==> config.mk <==
export PLATFORM = sky130hd
export DESIGN_NAME = thermal_config_register_five
export DESIGN_NICKNAME = d
export VERILOG_FILES = /design/src/overtemp_channel.v /design/src/sync2.v /design/src/thermal_config_register_five.v
export VERILOG_INCLUDE_DIRS = /design/src
export SDC_FILE = /design/constraint.sdc
export NUM_CORES = 1
export LEC_CHECK = 0
export BUFFER_PORTS_ARGS = -buffer_cell sky130_fd_sc_hd__buf_2
export CAP_MARGIN = 30
export CORE_MARGIN = 3
export CORE_UTILIZATION = 50
export CTS_CLUSTER_SIZE = 30
export DETAILED_ROUTE_END_ITERATION = 7
export GPL_TIMING_DRIVEN = 0
export PLACE_DENSITY_LB_ADDON = 0.08
export SYNTH_ARGS = -nofsm -noshare
export SYNTH_HDL_FRONTEND = slang
export SYNTH_SLANG_ARGS = --single-unit
==> constraint.sdc <==
create_clock -name clock_i -period 4.3 [get_ports clock_i]
set_input_delay 0 -clock clock_i [delete_from_list [all_inputs] [get_ports clock_i]]
set_output_delay 0 -clock clock_i [all_outputs]
set_load 0.005 [all_outputs]
==> src/thermal_cfg5_defs.vh <==
`ifndef THERMAL_CFG5_DEFS_VH
`define THERMAL_CFG5_DEFS_VH

`define CFG5_OFFSET 8'h7c
`define CFG5_RESET 8'h01
`define CFG5_TWOS_BIT 0
`define CFG5_RANGE_BIT 1
`define CFG5_DIR_BIT 2
`define CFG5_POL_BIT 3
`define CFG5_FUNC_BIT 4
`define CFG5_R1_BIT 5
`define CFG5_LOC_BIT 6
`define CFG5_R2_BIT 7
`define OFFSET64_MIN 8'h00
`define TWOS_MIN 8'h80
`define OFFSET64_BIAS 8'h40
`define OVERTEMP_IDLE 1'b1
`define SPARE_IDLE 1'b0
`define SHARED_IDLE 5'h00

`endif

==> src/overtemp_channel.v <==
`timescale 1ns/10ps
`include "thermal_cfg5_defs.vh"
module overtemp_channel (
    input wire clock_i,
    input wire resetn_i,
    input wire twos_complement_select_i,
    input wire drive_enable_i,
    input wire [7:0] temp_i,
    input wire [7:0] limit_i,
    output reg trip_o
);
    reg [7:0] temp_b;
    reg [7:0] limit_b;
    reg limit_is_min;
    always @* begin
        if (twos_complement_select_i) begin
            temp_b = temp_i ^ 8'h80;
            limit_b = limit_i ^ 8'h80;
            limit_is_min = (limit_i == `TWOS_MIN);
        end else begin
            temp_b = temp_i;
            limit_b = limit_i;
            limit_is_min = (limit_i == `OFFSET64_MIN);
        end
    end
    always @(posedge clock_i) begin
        if (!resetn_i) begin
            trip_o <= 1'b0;
        end else begin
            trip_o <= drive_enable_i && !limit_is_min && (temp_b > limit_b);
        end
    end
endmodule

==> src/sync2.v <==
`timescale 1ns/10ps
module sync2 #(
    parameter WIDTH = 1,
    parameter [WIDTH-1:0] INIT = {WIDTH{1'b0}}
) (
    input wire clock_i,
    input wire resetn_i,
    input wire [WIDTH-1:0] async_i,
    output reg [WIDTH-1:0] sync_o
);
    reg [WIDTH-1:0] stage;
    always @(posedge clock_i) begin
        if (!resetn_i) begin
            // idle level of the pin, so no false edge follows reset
            stage <= INIT;
            sync_o <= INIT;
        end else begin
            stage <= async_i;
            sync_o <= stage;
        end
    end
endmodule

==> src/thermal_config_register_five.v <==
`timescale 1ns/10ps
`include "thermal_cfg5_defs.vh"
module thermal_config_register_five (
    input wire clock_i,
    input wire resetn_i,
    input wire [7:0] reg_addr_i,
    input wire reg_write_i,
    input wire [7:0] reg_wdata_i,
    output reg [7:0] reg_rdata_o,
    input wire config_lock_i,
    input wire [7:0] remote_one_temp_i,
    input wire [7:0] local_temp_i,
    input wire [7:0] remote_two_temp_i,
    input wire [7:0] remote_one_limit_i,
    input wire [7:0] local_limit_i,
    input wire [7:0] remote_two_limit_i,
    input wire [7:0] offset_code_i,
    output reg [8:0] offset_half_degrees_o,
    output wire twos_complement_select_o,
    output wire offset_range_select_o,
    input wire spare_io_pin_i,
    input wire spare_io_level_i,
    input wire spare_io_enable_i,
    output reg spare_io_pin_o,
    output reg spare_io_pin_oe_o,
    output reg spare_io_read_o,
    input wire [4:0] shared_pins_i,
    output reg [4:0] cpu_voltage_id_code_o,
    output reg [4:0] shared_gpio_in_o,
    input wire overtemp_pin_i,
    output wire overtemp_pin_o,
    output reg overtemp_pin_oe_o,
    output wire overtemp_timer_input_o
);
    reg [7:0] cfg;
    reg [7:0] next_cfg;
    reg [7:0] next_rdata;
    reg [8:0] next_offset_half_degrees;
    reg next_spare_io_pin;
    reg next_spare_io_pin_oe;
    reg next_spare_io_read;
    reg [4:0] next_cpu_voltage_id_code;
    reg [4:0] next_shared_gpio_in;
    reg next_overtemp_pin_oe;
    wire [4:0] shared_sync;
    wire spare_sync;
    wire overtemp_sync;
    wire trip_r1;
    wire trip_loc;
    wire trip_r2;
    wire cfg_hit;
    wire cfg_write;
    wire write_accepted;
    wire twos_complement_select;
    wire offset_range_select;
    wire spare_io_direction;
    wire spare_io_polarity;
    wire cpu_code_pin_function_select;
    wire remote_one_overtemp_drive_enable;
    wire local_overtemp_drive_enable;
    wire remote_two_overtemp_drive_enable;
    wire [8:0] offset_fine;
    wire [8:0] offset_coarse;
    wire spare_io_drive;
    wire any_trip;

    // one decode serves both the write and the read path
    assign cfg_hit = (reg_addr_i == `CFG5_OFFSET);
    assign cfg_write = reg_write_i && cfg_hit;
    assign write_accepted = cfg_write && !config_lock_i;

    always @* begin
        next_cfg = cfg;
        if (write_accepted) begin
            next_cfg = reg_wdata_i;
        end
    end

    always @(posedge clock_i) begin
        if (!resetn_i) begin
            cfg <= `CFG5_RESET;
        end else begin
            cfg <= next_cfg;
        end
    end

    assign twos_complement_select = cfg[`CFG5_TWOS_BIT];
    assign offset_range_select = cfg[`CFG5_RANGE_BIT];
    assign spare_io_direction = cfg[`CFG5_DIR_BIT];
    assign spare_io_polarity = cfg[`CFG5_POL_BIT];
    assign cpu_code_pin_function_select = cfg[`CFG5_FUNC_BIT];
    assign remote_one_overtemp_drive_enable = cfg[`CFG5_R1_BIT];
    assign local_overtemp_drive_enable = cfg[`CFG5_LOC_BIT];
    assign remote_two_overtemp_drive_enable = cfg[`CFG5_R2_BIT];
    assign twos_complement_select_o = twos_complement_select;
    assign offset_range_select_o = offset_range_select;

    // other offsets belong to neighbouring registers
    always @* begin
        next_rdata = 8'h00;
        if (cfg_hit) begin
            next_rdata = cfg;
        end
    end

    always @(posedge clock_i) begin
        if (!resetn_i) begin
            reg_rdata_o <= 8'h00;
        end else begin
            reg_rdata_o <= next_rdata;
        end
    end

    // offset in half degrees
    // coarse step doubles the code; bit 8 keeps the sign
    assign offset_fine = {offset_code_i[7], offset_code_i};
    assign offset_coarse = {offset_code_i, 1'b0};

    always @* begin
        if (offset_range_select) begin
            next_offset_half_degrees = offset_coarse;
        end else begin
            next_offset_half_degrees = offset_fine;
        end
    end

    always @(posedge clock_i) begin
        if (!resetn_i) begin
            offset_half_degrees_o <= 9'h000;
        end else begin
            offset_half_degrees_o <= next_offset_half_degrees;
        end
    end

    // pins come from outside the clock domain
    // flops reset to idle level: no false assertion after reset
    sync2 #(
        .WIDTH(1),
        .INIT(`OVERTEMP_IDLE)
    ) overtemp_pin_sync (
        .clock_i(clock_i),
        .resetn_i(resetn_i),
        .async_i(overtemp_pin_i),
        .sync_o(overtemp_sync)
    );

    sync2 #(
        .WIDTH(1),
        .INIT(`SPARE_IDLE)
    ) spare_pin_sync (
        .clock_i(clock_i),
        .resetn_i(resetn_i),
        .async_i(spare_io_pin_i),
        .sync_o(spare_sync)
    );

    sync2 #(
        .WIDTH(5),
        .INIT(`SHARED_IDLE)
    ) shared_pin_sync (
        .clock_i(clock_i),
        .resetn_i(resetn_i),
        .async_i(shared_pins_i),
        .sync_o(shared_sync)
    );

    assign spare_io_drive = spare_io_polarity ? spare_io_level_i
                                              : ~spare_io_level_i;

    // drive only when enabled as output
    always @* begin
        next_spare_io_pin_oe = spare_io_enable_i && spare_io_direction;
    end

    always @* begin
        next_spare_io_pin = spare_io_drive;
    end

    // input level stays readable in either direction
    always @* begin
        next_spare_io_read = spare_sync;
    end

    always @(posedge clock_i) begin
        if (!resetn_i) begin
            spare_io_pin_oe_o <= 1'b0;
        end else begin
            spare_io_pin_oe_o <= next_spare_io_pin_oe;
        end
    end

    always @(posedge clock_i) begin
        if (!resetn_i) begin
            spare_io_pin_o <= 1'b0;
        end else begin
            spare_io_pin_o <= next_spare_io_pin;
        end
    end

    always @(posedge clock_i) begin
        if (!resetn_i) begin
            spare_io_read_o <= 1'b0;
        end else begin
            spare_io_read_o <= next_spare_io_read;
        end
    end

    // unselected output keeps its last value
    always @* begin
        next_cpu_voltage_id_code = cpu_voltage_id_code_o;
        next_shared_gpio_in = shared_gpio_in_o;
        if (cpu_code_pin_function_select) begin
            next_shared_gpio_in = shared_sync;
        end else begin
            next_cpu_voltage_id_code = shared_sync;
        end
    end

    always @(posedge clock_i) begin
        if (!resetn_i) begin
            cpu_voltage_id_code_o <= 5'h00;
        end else begin
            cpu_voltage_id_code_o <= next_cpu_voltage_id_code;
        end
    end

    always @(posedge clock_i) begin
        if (!resetn_i) begin
            shared_gpio_in_o <= 5'h00;
        end else begin
            shared_gpio_in_o <= next_shared_gpio_in;
        end
    end

    overtemp_channel ch_r1 (
        .clock_i(clock_i),
        .resetn_i(resetn_i),
        .twos_complement_select_i(twos_complement_select),
        .drive_enable_i(remote_one_overtemp_drive_enable),
        .temp_i(remote_one_temp_i),
        .limit_i(remote_one_limit_i),
        .trip_o(trip_r1)
    );
    overtemp_channel ch_loc (
        .clock_i(clock_i),
        .resetn_i(resetn_i),
        .twos_complement_select_i(twos_complement_select),
        .drive_enable_i(local_overtemp_drive_enable),
        .temp_i(local_temp_i),
        .limit_i(local_limit_i),
        .trip_o(trip_loc)
    );
    overtemp_channel ch_r2 (
        .clock_i(clock_i),
        .resetn_i(resetn_i),
        .twos_complement_select_i(twos_complement_select),
        .drive_enable_i(remote_two_overtemp_drive_enable),
        .temp_i(remote_two_temp_i),
        .limit_i(remote_two_limit_i),
        .trip_o(trip_r2)
    );

    // any channel may pull the shared pin
    assign any_trip = trip_r1 | trip_loc | trip_r2;

    // open drain, active low: only ever pulls down
    assign overtemp_pin_o = 1'b0;

    always @* begin
        next_overtemp_pin_oe = any_trip;
    end

    always @(posedge clock_i) begin
        if (!resetn_i) begin
            overtemp_pin_oe_o <= 1'b0;
        end else begin
            overtemp_pin_oe_o <= next_overtemp_pin_oe;
        end
    end

    // low pin level means asserted
    assign overtemp_timer_input_o = ~overtemp_sync;
endmodule

-- After elaboration in Yosys (flattened, before gate mapping)
Cells that the tools add are included.
- add/subtract/negate cells: 0
- $mul: 0
- divide/modulo/power cells: 0
- magnitude comparators: 3
- equal/unequal tests: 4
- shifts and indexed selects: 0
- muxes and demuxes: 11
- bitwise logic cells: 11
- reductions and logical operators: 18
- operators with widths (operator ; count):
    two-way mux 8 bit ; 7
    == test 8 bit, second input constant ; 3
    > comparator 8 bit ; 3
    zero test 8 bit ; 3
    logical AND 1 bit ; 9
    inverter 1 bit ; 9
    == test 8 x 7 -> 1 bit, second input constant ; 1
    zero test 1 bit ; 4
    two-way mux 1 bit ; 4
    OR 1 bit ; 2
    AND reduction 2 bit ; 1
    OR reduction 2 bit ; 1
- register bits: 56
- latch bits: 0
- memory bits (writable): 0
- memory bits (read-only): 0
- output and inout port bits: 35
- logic and storage cells: 66
- memories kept: 0

-- Depth between registers and ports, before layout
- word-level depth: 5
- depth in mapped cells: 7
- mapped depth without buffers: 6

-- Hierarchy
Synthesis repeated with hierarchy kept, for this count alone.
- cell total of the unflattened synthesis: 262
- area total of the unflattened synthesis: 2536.2 µm²
- by module, submodules not included (module ; instances ; cells an instance ; area an instance (µm²) ; sequential area each (µm²)):
    thermal_config_register_five ; 1 ; 129 ; 1395.1 ; 780.7
    overtemp_channel ; 3 ; 35 ; 257.7 ; 20.0
    sync2 (shared_pin_sync) ; 1 ; 20 ; 262.8 ; 200.2
    sync2 (overtemp_pin_sync ...) ; 2 ; 4 ; 52.6 ; 40.0

-- Least setup slack after synthesis
Ideal clock, no wire load.
- path kind: register to register
- from: register cfg[0]
- to: register ch_r1.trip_o
- setup time: 70 ps
- data arrival time: 1617 ps
- slack: 2613 ps
- stages on the path, launching flop included: 8
- buffers on the path: 1
- path through: dfxtp_1 -> clkbuf_1 -> xnor2_1 -> ha_1 -> and3_1 -> o21ai_0 -> a31o_2 -> a21oi_1
- longest elaborated chain between the ends: 4
- RTL lines (element ; line ; text):
    start, declared ; thermal_config_register_five.v:35 ; reg [7:0] cfg;
    start signal, assigned ; thermal_config_register_five.v:81 ; cfg <= `CFG5_RESET;
    start signal, assigned ; thermal_config_register_five.v:83 ; cfg <= next_cfg;
    parallel branches: the longest is 3 deep, another holds > comparator 8 bit ; - ;
    logical AND 1 bit * ; overtemp_channel.v:30 ; trip_o <= drive_enable_i && !limit_is_min && (temp_b > limit_b);
    end signal, assigned ; overtemp_channel.v:30 ;
    end, declared ; overtemp_channel.v:10 ; output reg trip_o
Mark *: on every way between the ends.
A chain may end at the register's enable or synchronous reset.

-- Final worst setup path
Same ends and word-level chain as after synthesis.

==> metrics.txt <==
Slew @ Worst Pin=0.693 ns; post-synth cell types=36; die width=77.4 um; Max stage delay on crit path=0.40 ns; CP Class=flip-flop to flip-flop; post-CTS setup buffers=0; total power=0.972 mW; FF-to-FF Start=cfg[0]; number of H-tree levels=2; n_diodes=0; final wirelength=5610 um; Final Slew Violations=0; dpl ws=2.40 ns; Fin Setup TNS=0 ns; final cell count without fillers=469; Total GRT Usage=19.6%; CP endpoint kind=flip-flop; EDFF count, synth=0; Seq/Total Area, Yosys=44.0%; Pwr Density=273 nW/um2; via count=2173; Slowest-stage cell, CP=clkbuf_1; TritonCTS clock tree=done; initial core utilization=52.9%; Synth Flop Type=dfxtp_1; Port Buf Inserts=117; Die ar.=5990 um2; DRT iter0 DRCs=30; clk_skew=0.00494 ns; Cell Area, Placed=3220 um2; fillcell total=379; VDD IR max=0.165 mV; Area Overhead vs Synth=39.9%; TritonCTS Sinks=56; Leakage=1.76 nW; drt pass-1 iters=4; Root Buffer=clkbuf_8; max_slew headroom=53.5%; CTS clk-pin slew, worst paths=0.09 ns; CTS Buffer Depth=2; fmax=528 MHz; NumNets Final=509; final setup vio count=0; max cap viols=0; register bit total from synthesis=56; RSZ-0062 raised after global routing=false; critical-path maximum fanout=9; post-route minimum period=1.89 ns; vias in the first global route=2181; hold slack=0.0152 ns; initial antenna violation count=0; crit start category=flip-flop; Post-DRT Antenna Nets=0; crit path from=cfg[0]; CP cell instances=clkbuf_1 -> xnor2_1 -> ha_1 -> and3_1 -> o21ai_0 -> a31o_2 -> a21oi_1; Top Ports=120; Finished Core Util=74.0%; Worst Path Required=4.54 ns; Setup WS post-layout=2.41 ns; Hold WC Path Type=input pin to flip-flop; synthesized area per cell=10.1 um2; final worst-path cycle share=44.0%; synth warn=0; latest clock arrival within the worst-skew pair=0.30 ns; die height=77.4 um; dpl hpwl=4220 um; design area=3560 um2; first-pass GRT wire length=9530 um; wire per inst=12.0 um; Row Count=25; share of cells above drive strength 1=32.8%; HP Start=spare_io_level_i; Post-synth ARST share=0%; CTS Buf Count=5; pin count of the biggest net entering global routing=18; run status=complete, no violations; Post-route DRC=0; gpl congestion=0.728; final hold violations=0; Via density=4.63; Cells after Synth=252; syn nets=360; core area=4820 um2; placed cells=436; grt ovf=0; Syn Std Cell Area=2550 um2; worst endpoint data arrival time=2.13 ns
## logic make-up after synthesis
group / after synthesis / share of synthesized area [%]
xor+xnor: 6 / 2.06
buf+inv: 32 / 4.96
flops: 56 / 44.0
other cells: 1 / 0.147
simple gates: 86 / 21.5
mux: 25 / 9.82
compound gates: 23 / 6.28
fa+ha+maj: 23 / 11.3
## metal layers
layer	part of all wire [%]	wire, um	vias to the layer above	GRT usage [%]
met5	0	0	-	0
met4	1.1	62	0	5.87
met3	6.8	383	4	4.64
met2	49	2740	78	35.7
met1	43	2430	942	22.6
li1	-	-	1149	-
## where the power goes
| part | total, mW | internal (mW) | leakage [nW] | switching (mW) |
|---|---|---|---|---|
| Sequential | 0.534 | 0.531 | 0.457 | 0.00356 |
| Combinational | 0.143 | 0.0831 | 1.25 | 0.0598 |
| Clock | 0.295 | 0.132 | 0.0516 | 0.163 |
| Total | 0.972 | 0.746 | 1.76 | 0.226 |
## cells in the mapped netlist, drive strengths merged, types with 4 or more instances
cell	count	area, um2
ha	23	288
o211ai	4	30.0
and3	11	68.8
nor2b	28	175
dfxtp	56	1120
xnor2	4	35.0
inv	22	82.6
a21oi	7	35.0
nor3	5	25.0
mux2i	25	250
a21o	4	30.0
nand2	5	18.8
nand4	5	31.3
and2	15	93.8
clkbuf	7	26.3
nor4	4	40.0
## critical path: cells and delay by family (launching register included)
family	cells	cell delay [ns]
flops	1	0.34
xor+xnor	1	0.17
simple gates	1	0.18
buf+inv	1	0.40
compound gates	3	0.42
fa+ha+maj	1	0.32
## worst paths after layout
| path | slack (ns) | endpoint | cells after the start |
|---|---|---|---|
| worst min-delay path | 0.02 | spare_io_pin_o | 3 |
| worst max register to register | 2.41 | ch_r1.trip_o | 7 |
| worst min register to register | 0.41 | overtemp_pin_sync.sync_o | 1 |
| worst max-delay path | 2.41 | ch_r1.trip_o | 7 |
## area by class of cell
class,count,area [um2],area share (%)
flip-flops and latches,56,1120,31.4
inverters,22,82.6,2.32
multi-input cells,164,1300,36.5
clock buffers,6,82.6,2.32
plain buffers,10,43.8,1.23
clock inverters,2,13.8,0.386
well taps,67,83.8,2.35
repair buffers,142,836,23.4
## registers in the layout (all words and copies together) (netlist names)
signal / count
cfg: 8
ch_loc.trip_o: 1
ch_r1.trip_o: 1
ch_r2.trip_o: 1
cpu_voltage_id_code_o: 5
offset_half_degrees_o: 9
overtemp_pin_oe_o: 1
overtemp_pin_sync.stage: 1
overtemp_pin_sync.sync_o: 1
reg_rdata_o: 8
shared_gpio_in_o: 5
shared_pin_sync.stage: 5
shared_pin_sync.sync_o: 5
spare_io_pin_o: 1
spare_io_pin_oe_o: 1
spare_io_read_o: 1
spare_pin_sync.stage: 1
spare_pin_sync.sync_o: 1
## cells in the final DEF, fill, tap and decap left out, types with 4 or more instances in the layout
| cell type | instances |
|---|---|
| and3_1 | 11 |
| clkbuf_8 | 6 |
| mux2i_1 | 25 |
| nand4_1 | 5 |
| dlygate4sd3_1 | 25 |
| dfxtp_1 | 56 |
| inv_1 | 22 |
| nor2b_1 | 28 |
| xnor2_1 | 4 |
| and2_1 | 15 |
| o211ai_1 | 4 |
| clkbuf_1 | 7 |
| nand2_1 | 5 |
| buf_2 | 119 |
| nor3_1 | 5 |
| a21oi_1 | 7 |
| a21o_1 | 4 |
| ha_1 | 23 |
## what timing repair did
action	in CTS	in global routing
resized for setup	0	0
endpoints found under the hold margin	25	0
hold buffers	25	0
Power figures use the tool's default switching activity.
